`config.mk`:
```
export PLATFORM = sky130hd
export DESIGN_NAME = sph_positioning
export DESIGN_NICKNAME = d
export VERILOG_FILES = /design/src/sph_pkg.sv /design/src/sph_positioning.sv
export SDC_FILE = /design/constraint.sdc
export NUM_CORES = 1
export LEC_CHECK = 0
export BUFFER_PORTS_ARGS = -buffer_cell sky130_fd_sc_hd__buf_2
export CAP_MARGIN = 40
export CORE_MARGIN = 2
export CORE_UTILIZATION = 40
export CTS_BUF_LIST = sky130_fd_sc_hd__clkbuf_16
export CTS_CLUSTER_DIAMETER = 120
export DETAILED_ROUTE_END_ITERATION = 8
export GPL_TIMING_DRIVEN = 0
export SETUP_SLACK_MARGIN = 0.4
export SYNTH_ARGS = -nofsm -noshare
export SYNTH_HDL_FRONTEND = slang
export SYNTH_SLANG_ARGS = --single-unit
```
`constraint.sdc`:
```
create_clock -name pclk -period 6.3 [get_ports pclk]
set_clock_uncertainty 0.2 [all_clocks]
set_input_delay 0.945 -clock pclk [delete_from_list [all_inputs] [get_ports pclk]]
set_output_delay 0.945 -clock pclk [all_outputs]
set_load 0.02 [all_outputs]
```
`src/sph_pkg.sv`:
```
// Purpose: constants and types for the servo positioning handshake block
// Assumes: 250 MHz pclk, APB register access, speeds in r/min
// Notes: all offsets, reset values and cycle counts live here
package sph_pkg;

  // ----------------------------------------------------------------
  // Register map (byte addresses)
  // ----------------------------------------------------------------
  localparam logic [7:0] SPH_OFS_THRESH = 8'h00;
  localparam logic [7:0] SPH_OFS_SETTLE = 8'h04;
  localparam logic [7:0] SPH_OFS_COARSE = 8'h08;
  localparam logic [7:0] SPH_OFS_STATUS = 8'h0c;

  // ----------------------------------------------------------------
  // Reset values and fixed figures
  // ----------------------------------------------------------------
  localparam logic [15:0] SPH_THRESH_RST = 16'h0032; // 50 r/min
  localparam logic [15:0] SPH_HYST = 16'h0014; // 20 r/min
  localparam logic [15:0] SPH_SETTLE_RST = 16'h0064; // pulses
  localparam logic [15:0] SPH_COARSE_RST = 16'h0000;

  // ----------------------------------------------------------------
  // Timing
  // ----------------------------------------------------------------
  localparam int SPH_CLK_MHZ = 250;
  localparam int SPH_INDEX_US = 400;
  localparam int SPH_INDEX_CYC = SPH_INDEX_US * SPH_CLK_MHZ;

  // ----------------------------------------------------------------
  // Types
  // ----------------------------------------------------------------
  typedef enum logic [2:0] {
    SPH_IDLE = 3'b001,
    SPH_RUN = 3'b010,
    SPH_HALT = 3'b100
  } sph_state_t;

  // Status flags reported to the host
  typedef struct packed {
    logic settled;
    logic coarse;
    logic done;
    logic standstill;
  } sph_flags_t;

endpackage

```
`src/sph_positioning.sv`:
```
// Purpose: start handshake, status flags and encoder pulse outputs
// Assumes: motion loop on pclk supplies speed, deviation, remaining
// Notes: zero-wait APB slave; unmapped address answers pslverr

`timescale 1ns/1ps

module sph_positioning
  import sph_pkg::*;
#(
  parameter int INDEX_CYC = SPH_INDEX_CYC
)
(
  input wire logic pclk,
  input wire logic presetn,
  input wire logic psel,
  input wire logic penable,
  input wire logic pwrite,
  input wire logic [7:0] paddr,
  input wire logic [31:0] pwdata,
  output logic [31:0] prdata,
  output logic pready,
  output logic pslverr,
  input wire logic fwd_start_cmd,
  input wire logic rev_start_cmd,
  input wire logic pause_restart_cmd,
  input wire logic main_power_ok,
  input wire logic servo_on,
  input wire logic forced_stop_input,
  input wire logic alarm_active,
  input wire logic signed [15:0] motor_speed,
  input wire logic [15:0] pos_deviation,
  input wire logic [15:0] remain_dist,
  input wire logic move_finished,
  input wire logic gain_change_busy,
  input wire logic enc_step,
  input wire logic enc_ccw,
  input wire logic enc_zero,
  output logic start_fwd,
  output logic start_rev,
  output logic pause_toggle,
  output logic busy,
  output logic standstill_flag,
  output logic gain_switch_active,
  output logic coarse_match_flag,
  output logic move_done_flag,
  output logic position_settled,
  output logic quad_a_out,
  output logic quad_a_out_n,
  output logic quad_b_out,
  output logic quad_b_out_n,
  output logic index_pulse_out,
  output logic index_pulse_out_n
);

  // ----------------------------------------------------------------
  // Helpers
  // ----------------------------------------------------------------

  // Magnitude of a signed speed, saturating at the negative limit
  function automatic logic [15:0] sph_abs(input logic signed [15:0] v);
    logic [15:0] m;
    m = 16'h0000;
    if (v == 16'sh8000)
      m = 16'h7fff;
    else if (v < 0)
      m = 16'(-v);
    else
      m = 16'(v);
    return m;
  endfunction

  // Distance within a range
  function automatic logic sph_within(input logic [15:0] d,
                                      input logic [15:0] lim);
    return d <= lim;
  endfunction

  // ----------------------------------------------------------------
  // Pin synchronisers
  // ----------------------------------------------------------------
  logic [5:0] sync1_r; // First stage, read only by second
  logic [5:0] sync2_r; // Usable copies
  logic fwd_q_r; // Previous fwd level
  logic rev_q_r; // Previous rev level
  logic pause_q_r; // Previous pause level

  // Two flops for every asynchronous pin
  always_ff @(posedge pclk or negedge presetn)
  begin
    if (!presetn)
    begin
      sync1_r <= 6'h00;
      sync2_r <= 6'h00;
    end
    else
    begin
      sync1_r <= {alarm_active, forced_stop_input, servo_on,
                  main_power_ok, rev_start_cmd, fwd_start_cmd};
      sync2_r <= sync1_r;
    end
  end

  logic fwd_s; // Synced forward start
  logic rev_s; // Synced reverse start
  logic pwr_s; // Main power established
  logic son_s; // Servo on
  logic stop_s; // Forced stop or alarm
  assign fwd_s = sync2_r[0];
  assign rev_s = sync2_r[1];
  assign pwr_s = sync2_r[2];
  assign son_s = sync2_r[3];
  assign stop_s = sync2_r[4] | sync2_r[5];

  logic [1:0] pause_sync_r; // Pause pin synchroniser

  // Pause pin has its own pair
  always_ff @(posedge pclk or negedge presetn)
  begin
    if (!presetn)
      pause_sync_r <= 2'b00;
    else
      pause_sync_r <= {pause_sync_r[0], pause_restart_cmd};
  end

  // Previous levels for edge detection
  always_ff @(posedge pclk or negedge presetn)
  begin
    if (!presetn)
    begin
      fwd_q_r <= 1'b0;
      rev_q_r <= 1'b0;
      pause_q_r <= 1'b0;
    end
    else
    begin
      fwd_q_r <= fwd_s;
      rev_q_r <= rev_s;
      pause_q_r <= pause_sync_r[1];
    end
  end

  logic fwd_edge; // Off-to-on forward
  logic rev_edge; // Off-to-on reverse
  assign fwd_edge = fwd_s & ~fwd_q_r;
  assign rev_edge = rev_s & ~rev_q_r;

  // ----------------------------------------------------------------
  // Registers
  // ----------------------------------------------------------------
  logic [15:0] thresh_r; // Standstill threshold
  logic [15:0] settle_r; // In-position range
  logic [15:0] coarse_r; // Coarse match range
  sph_flags_t flags_r; // Reported flags
  sph_state_t state_r; // Move sequencer

  logic wr_en; // Write at access phase
  assign wr_en = psel & penable & pwrite;

  // Software writes to parameters
  always_ff @(posedge pclk or negedge presetn)
  begin
    if (!presetn)
    begin
      thresh_r <= SPH_THRESH_RST;
      settle_r <= SPH_SETTLE_RST;
      coarse_r <= SPH_COARSE_RST;
    end
    else if (wr_en)
    begin
      if (paddr == SPH_OFS_THRESH)
        thresh_r <= pwdata[15:0];
      if (paddr == SPH_OFS_SETTLE)
        settle_r <= pwdata[15:0];
      if (paddr == SPH_OFS_COARSE)
        coarse_r <= pwdata[15:0];
    end
  end

  logic mapped; // Address hits a register
  assign mapped = (paddr == SPH_OFS_THRESH) | (paddr == SPH_OFS_SETTLE) |
                  (paddr == SPH_OFS_COARSE) | (paddr == SPH_OFS_STATUS);

  // Zero-wait slave; error only on access phase to a hole
  assign pready = 1'b1;
  assign pslverr = psel & penable & ~mapped;

  // Read data registered at the setup cycle so it stands in access
  always_ff @(posedge pclk or negedge presetn)
  begin
    if (!presetn)
      prdata <= 32'h0000_0000;
    else if (psel & ~penable & ~pwrite)
    begin
      case (paddr)
        SPH_OFS_THRESH: prdata <= {16'h0000, thresh_r};
        SPH_OFS_SETTLE: prdata <= {16'h0000, settle_r};
        SPH_OFS_COARSE: prdata <= {16'h0000, coarse_r};
        SPH_OFS_STATUS: prdata <= {24'h000000, state_r == SPH_RUN,
                                   gain_switch_active, pwr_s, son_s,
                                   flags_r};
        default: prdata <= 32'h0000_0000;
      endcase
    end
  end

  // ----------------------------------------------------------------
  // Move sequencer
  // ----------------------------------------------------------------
  logic accept; // A start edge is taken
  // no start before power; not while running
  assign accept = (fwd_edge | rev_edge) & pwr_s & son_s &
                  (state_r == SPH_IDLE);

  // State: idle, running, halted by servo-off or stop
  always_ff @(posedge pclk or negedge presetn)
  begin
    if (!presetn)
      state_r <= SPH_IDLE;
    else
    begin
      case (state_r)
        SPH_IDLE:
        begin
          if (accept)
            state_r <= SPH_RUN;
        end
        SPH_RUN:
        begin
          // Abnormal stop parks the sequence
          if (!son_s | stop_s)
            state_r <= SPH_HALT;
          else if (move_finished & sph_within(pos_deviation, settle_r))
            state_r <= SPH_IDLE;
        end
        SPH_HALT:
        begin
          if (son_s & ~stop_s)
            state_r <= SPH_IDLE;
        end
        default: state_r <= SPH_IDLE;
      endcase
    end
  end

  // One-cycle start strobes to the motion loop
  always_ff @(posedge pclk or negedge presetn)
  begin
    if (!presetn)
    begin
      start_fwd <= 1'b0;
      start_rev <= 1'b0;
    end
    else
    begin
      start_fwd <= accept & fwd_edge;
      start_rev <= accept & ~fwd_edge;
    end
  end

  // Pause/restart: each rising edge toggles while running
  always_ff @(posedge pclk or negedge presetn)
  begin
    if (!presetn)
      pause_toggle <= 1'b0;
    else
      pause_toggle <= pause_sync_r[1] & ~pause_q_r & (state_r == SPH_RUN);
  end

  assign busy = (state_r == SPH_RUN);

  // ----------------------------------------------------------------
  // Completion flags
  // ----------------------------------------------------------------
  logic coarse_hit; // Coarse condition now
  logic done_hit; // Done condition now
  assign coarse_hit = move_finished |
                      ((coarse_r != 16'h0000) & sph_within(remain_dist, coarse_r));
  assign done_hit = move_finished & sph_within(pos_deviation, settle_r);

  // Flags clear on servo off or a new start, all set when a halt ends; while running done and coarse set on their condition, settled follows the range
  always_ff @(posedge pclk or negedge presetn)
  begin
    if (!presetn)
    begin
      flags_r.done <= 1'b0;
      flags_r.coarse <= 1'b0;
      flags_r.settled <= 1'b0;
    end
    else if (!son_s)
    begin
      flags_r.done <= 1'b0;
      flags_r.coarse <= 1'b0;
      flags_r.settled <= 1'b0;
    end
    else if (state_r == SPH_HALT && !stop_s)
    begin
      flags_r.done <= 1'b1;
      flags_r.coarse <= 1'b1;
      flags_r.settled <= 1'b1;
    end
    else if (accept)
    begin
      flags_r.done <= 1'b0;
      flags_r.coarse <= 1'b0;
      flags_r.settled <= 1'b0;
    end
    else if (state_r == SPH_RUN)
    begin
      if (coarse_hit)
        flags_r.coarse <= 1'b1;
      if (done_hit)
        flags_r.done <= 1'b1;
      flags_r.settled <= sph_within(pos_deviation, settle_r);
    end
  end

  // ----------------------------------------------------------------
  // Standstill detection with hysteresis
  // ----------------------------------------------------------------
  logic [15:0] speed_mag; // Speed in either direction
  logic [16:0] off_level; // Threshold plus hysteresis
  assign speed_mag = sph_abs(motor_speed);
  assign off_level = {1'b0, thresh_r} + {1'b0, SPH_HYST};

  // Set at or below threshold, clear only at the off level
  always_ff @(posedge pclk or negedge presetn)
  begin
    if (!presetn)
      flags_r.standstill <= 1'b0;
    else if (speed_mag <= thresh_r)
      flags_r.standstill <= 1'b1;
    else if ({1'b0, speed_mag} >= off_level)
      flags_r.standstill <= 1'b0;
  end

  assign standstill_flag = flags_r.standstill;
  assign coarse_match_flag = flags_r.coarse;
  assign move_done_flag = flags_r.done;
  assign position_settled = flags_r.settled;

  // Gain switch flag follows the change window, registered
  always_ff @(posedge pclk or negedge presetn)
  begin
    if (!presetn)
      gain_switch_active <= 1'b0;
    else
      gain_switch_active <= gain_change_busy;
  end

  // ----------------------------------------------------------------
  // Encoder pulse outputs
  // ----------------------------------------------------------------
  logic [1:0] quad_r; // Gray phase, {a, b}

  // Gray step per encoder count; direction picks order
  always_ff @(posedge pclk or negedge presetn)
  begin
    if (!presetn)
      quad_r <= 2'b00;
    else if (enc_step)
    begin
      if (enc_ccw)
        quad_r <= {~quad_r[0], quad_r[1]};
      else
        quad_r <= {quad_r[0], ~quad_r[1]};
    end
  end

  assign quad_a_out = quad_r[1];
  assign quad_a_out_n = ~quad_r[1];
  assign quad_b_out = quad_r[0];
  assign quad_b_out_n = ~quad_r[0];

  localparam logic [16:0] IDX_LOAD = 17'(INDEX_CYC);
  logic [16:0] idx_cnt_r; // Pulse width remaining
  logic idx_on_r; // Index pulse active

  // Zero point starts a stretched pulse; retrigger restarts it
  always_ff @(posedge pclk or negedge presetn)
  begin
    if (!presetn)
    begin
      idx_cnt_r <= 17'h00000;
      idx_on_r <= 1'b0;
    end
    else if (enc_zero)
    begin
      idx_cnt_r <= IDX_LOAD;
      idx_on_r <= 1'b1;
    end
    else if (idx_cnt_r > 17'h00001)
      idx_cnt_r <= idx_cnt_r - 17'h00001;
    else
    begin
      idx_cnt_r <= 17'h00000;
      idx_on_r <= 1'b0;
    end
  end

  assign index_pulse_out = ~idx_on_r;
  assign index_pulse_out_n = idx_on_r;

endmodule

```
# ---- After elaboration in Yosys (flattened, before gate mapping)
# Cells that the tools add are included.
dict set report totals {
  in_bits 105
  out_inout_bits 49
  reg_bits 128
}
dict set report op_classes {
  mux 21
  order_cmp 6
  eq_ne 14
  n_reduce_logical 12
  bitwise_logic 35
  add_sub_neg 3
}
# operator n
set ops {}
lappend ops {{one-hot mux 16 bit (4 select lines)} 1}
lappend ops {{<= comparator 16 bit} 3}
lappend ops {{2-to-1 mux 17 bit} 2}
lappend ops {{2-to-1 mux 16 bit} 2}
lappend ops {{2-to-1 mux 3 bit} 8}
lappend ops {{adder 16 x 5 -> 17 bit (second input constant)} 1}
lappend ops {{bitwise AND 1 bit} 17}
lappend ops {{greater-or-equal comparator 16 x 17 -> 1 bit} 1}
lappend ops {{> comparator 17 x 1 -> 1 bit (second input constant)} 1}
lappend ops {{subtractor 17 x 1 -> 17 bit (second input constant)} 1}
lappend ops {{== test 16 bit (second input constant)} 1}
lappend ops {{== test 8 x 4 -> 1 bit (second input constant)} 2}
lappend ops {{less-than comparator 16 x 1 -> 1 bit (second input constant)} 1}
lappend ops {{negator 16 bit} 1}
lappend ops {{nonzero test 16 bit} 1}
lappend ops {{NOT 1 bit} 11}
lappend ops {{AND reduction 2 bit} 5}
lappend ops {{one-hot mux 3 bit (3 select lines)} 1}
lappend ops {{== test 8 x 3 -> 1 bit (second input constant)} 1}
lappend ops {{zero test 8 bit} 1}
lappend ops {{!= test 4 x 1 -> 1 bit (second input constant)} 2}
lappend ops {{bitwise OR 1 bit} 7}
lappend ops {{2-to-1 mux 1 bit} 6}
lappend ops {{!= test 2 bit (second input constant)} 3}
lappend ops {{other kinds (10)} 11}

# ---- Longest topological paths before layout
dict set report depth {
  word_depth 9
  ltp_mapped 14
}

# ---- Worst setup path after synthesis
# Ideal clock, no wire load.
dict set report synth_timing {
  path_type {input to register}
  startpoint {in motor_speed[9]}
  endpoint {reg flags_r (netlist bit standstill_flag)}
  stages 11
  path_buffers 1
  arrival_ps 3574
  t_required_ps 5969
  path_slack_ps 2395
  path_cell_list {or4_4 > or4b_4 > or2_1 > buf_6 > o21ai_2 > ha_1 > and4_1 > nand3_1 > o22ai_1 > a41o_1 > or3_1}
}
dict set report synth_via {
  elab_chain_cells 5
  elab_cells_between_ends 9
  cone_classes {add/sub (1); order compare (3); eq/ne (1); mux (3); reduce/logical (1)}
}
# element line_no
set synth_rtl {}
lappend synth_rtl {{start: declaration} sph_positioning.sv:30} ;# input wire logic signed [15:0] motor_speed,
lappend synth_rtl {{negator 16 bit or less-than comparator 16 x 1 -> 1 bit (tied branches)} {sph_positioning.sv:66, sph_positioning.sv:65}}
lappend synth_rtl {{2-to-1 mux 16 bit} sph_positioning.sv:65} ;# else if (v < 0)
lappend synth_rtl {{2-to-1 mux 16 bit *} sph_positioning.sv:63} ;# if (v == 16'sh8000)
lappend synth_rtl {{greater-or-equal comparator 16 x 17 -> 1 bit or <= comparator 16 bit (tied branches)} {sph_positioning.sv:332, sph_positioning.sv:330}}
lappend synth_rtl {{nonzero test 2 bit (no source line) or 2-to-1 mux 1 bit (tied branches)} --}
lappend synth_rtl {{end: declaration} sph_positioning.sv:153} ;# sph_flags_t flags_r;
# Mark *: on every way between the ends. The rest lies on a longest branch, timed or not.
# A chain may end at the register's enable or synchronous reset.

# ---- Final worst setup path
# Ends and elaborated chain as after synthesis.

==> flow_summary.toml <==
[global_routing]
grt_pass1_vias = 5288
grt_max_degree = 65
grt_usage = 0.185
grt_overflow_total = 0
grt_pass1_wl_mm = 26.6
antenna_found_initial = 0

[placement]
port_buffers = 119
place_inst = 1041
place_congestion = 0.825
dpl_cell_area_mm2 = 0.00795
place.detailed.hpwl_mm = 13.2

[detailed_routing]
ant_nets = 0
vias = 5346
wl_met2_mm = 7.95
viasPerCell = 5.06
wl_per_cell_um = 15.7
wl_met3_um = 598
drt_iter0_drc = 190
met1_length_mm = 7.78
drc = 0
routed_wl_mm = 16.6
dr.pass1.iters = 4
highest_layer = "met4"

[clocking]
cts_inserted_buffers = 9
cts_resized = 0
cts_tree = "yes"
cts.sinks = 112
clk_latency_ns = 0.35
post-cts-setup-buffers = 0
cts.htree.levels = 3
hold_buffers = 0
cts-root-buf = "clkbuf_16"
cts.reportedPaths.clkPinSlew_ns = 0.08
clk_path_buf_depth = 2

[sta]
hold_viol = 0
drv_slew = 0
finalSetupViolations = 0
rsz0062_at_grt = "no"
tightest_slew_ns = 0.626
finalCritPeriodShare = 0.631
relSlewSlack = 0.583
max_freq_mhz = 252
holdWs_ns = 0.150
tns_ns = 0
period_needed_ns = 3.97

[layout]
final_cell_mix = "125 x buf_2, 105 x dfrtp_1, 66 x ha_1"
fin_area_mm2 = 0.00824
fin_util = 0.480
final_common_cell = "buf_2"
n_antenna_cell = 0
fillers = 1631
area_growth_syn_to_layout_pct = 18.1
num-nets-final = 998
layout-drive-gt1-share = 0.293
instances_no_fill = 1057

[synth]
netlist_area_mm2 = 0.00698
synth_cell_type_count = 68
synth_edf_count = 0
avgSynthCellArea_um2 = 10.3
netlist_instances = 679
yosysSeqAreaShare = 0.403
netlist.area_leader.share = 0.377
synth_seq_cells = 112
synth_area_leaders = "dfrtp_1 38%, ha_1 12%, mux2_2 6.1%, xnor2_1 3.1%, inv_1 3.1%"
async_reset_ff_frac = 1.00
synth_top_area_cell = "dfrtp_1"
yosysWarnings = 0
synth-main-ff-cell = "dfrtp_1"

[die]
io_pins = 154
start_util = 0.406
chipWidth_um = 136
die_h_um = 136
num_rows = 48
coreArea_mm2 = 0.0172
die_area_mm2 = 0.0185

[setup_path]
critPathRequiredTime_ns = 6.39
critPathCaptureType = "flop"
critPathKind = "in2reg"
critPathMaxFanout = 10
r2r_cells = 11
critPathLaunchType = "input port"
reg2reg_setup_slack_ns = 2.90
regToRegStartpoint = "thresh_r[4]"
crit_arrival_ns = 4.06
r2r_end = "standstill_flag"

[hold_path]
min_path_cells = 0
hold-path-endpoint = "sync2_r[5]"
min_from = "sync1_r[5]"
hp-class = "reg2reg"

[pwr]
power_density_mw_per_mm2 = 192
peakVddDrop_v = 0.000112
leakage_nw = 3.92

[flow_run]
drv_cap = 0

[outcome]
status = "finished, final reports clean"
## cells by family after synthesis
| family | share of synthesized area |
|---|---|
| AND/OR/NAND/NOR | 0.150 |
| XOR/XNOR | 0.0414 |
| AO/OA/AOI/OAI | 0.108 |
| flip-flops | 0.403 |
| adder cells (fa/ha/maj) | 0.118 |
| multiplexers | 0.117 |
| other | 0.00108 |
| buffers and inverters | 0.0619 |
## cells in the mapped netlist, drive strengths merged, types with 7 or more instances
library cell,count
nor2,46
inv,58
a21oi,36
o21bai,7
mux2,48
buf,27
mux2i,10
a211oi,8
dfstp,7
dfrtp,105
ha,66
xnor2,25
o21ai,27
nor4,15
nand2,48
nor3,15
xor2,8
nand4,12
nand3,17
nor2b,10
## power by group
group          internal [mW]  switching, mW
sequential             0.743         0.0246
combinational          0.112          0.146
clock                  0.277          0.279
## layout make-up
cell class              count  area [µm²]  share of cell area
plain buffers              33         214              0.0260
clock buffers               9         225              0.0273
clock inverters             7        63.8             0.00774
inverters                  58         218              0.0264
multi-input cells         491        3790               0.460
flip-flops and latches    112        2810               0.341
well taps                 225         282              0.0342
repair buffers            122         638              0.0774
## worst max-delay path, cell delays in order
cell and delay [ns]:
buf_2 0.13, or4_4 0.55, or4b_4 0.55, or2_1 0.23, buf_6 0.15, o211ai_2 0.07
ha_1 0.28, nand2_1 0.08, a211oi_1 0.04, a2111oi_0 0.46, o31ai_1 0.17, a211oi_1 0.25
or3_1 0.14
## worst max path at each step
stage	startpoint	to	slack, ns
after floorplan	motor_speed[9]	standstill_flag	2.40
after global placement	motor_speed[9]	standstill_flag	1.93
after global routing	motor_speed[9]	standstill_flag	2.16
final	motor_speed[9]	standstill_flag	2.33
after CTS	motor_speed[9]	standstill_flag	2.27
after detailed placement	motor_speed[9]	standstill_flag	1.93
## state kept, by name, indices dropped and copies added, names as in the netlist
| signal | flops |
|---|---|
| coarse_match_flag | 1 |
| coarse_r | 16 |
| fwd_q_r | 1 |
| gain_switch_active | 1 |
| idx_cnt_r | 17 |
| index_pulse_out_n | 1 |
| move_done_flag | 1 |
| pause_q_r | 1 |
| pause_sync_r | 2 |
| pause_toggle | 1 |
| position_settled | 1 |
| prdata | 16 |
| quad_r | 2 |
| rev_q_r | 1 |
| settle_r | 16 |
| standstill_flag | 1 |
| start_fwd | 1 |
| start_rev | 1 |
| state_r | 3 |
| sync1_r | 6 |
| sync2_r | 6 |
| thresh_r | 16 |
## layer usage
metal | track usage | vias to the layer above
li1 | - | 2689
met1 | 0.253 | 2535
met5 | 0 | -
met2 | 0.307 | 106
met3 | 0.0280 | 16
met4 | 0.0521 | 0
## stage by stage
step                setup slack (ns)  power (mW)
global route                    2.16        1.67
floorplan                       2.40       0.938
finish                          2.33        1.58
global placement                1.93        1.04
detailed placement              1.93        1.04
CTS                             2.27        1.60
(Power assumes the default switching activity.)
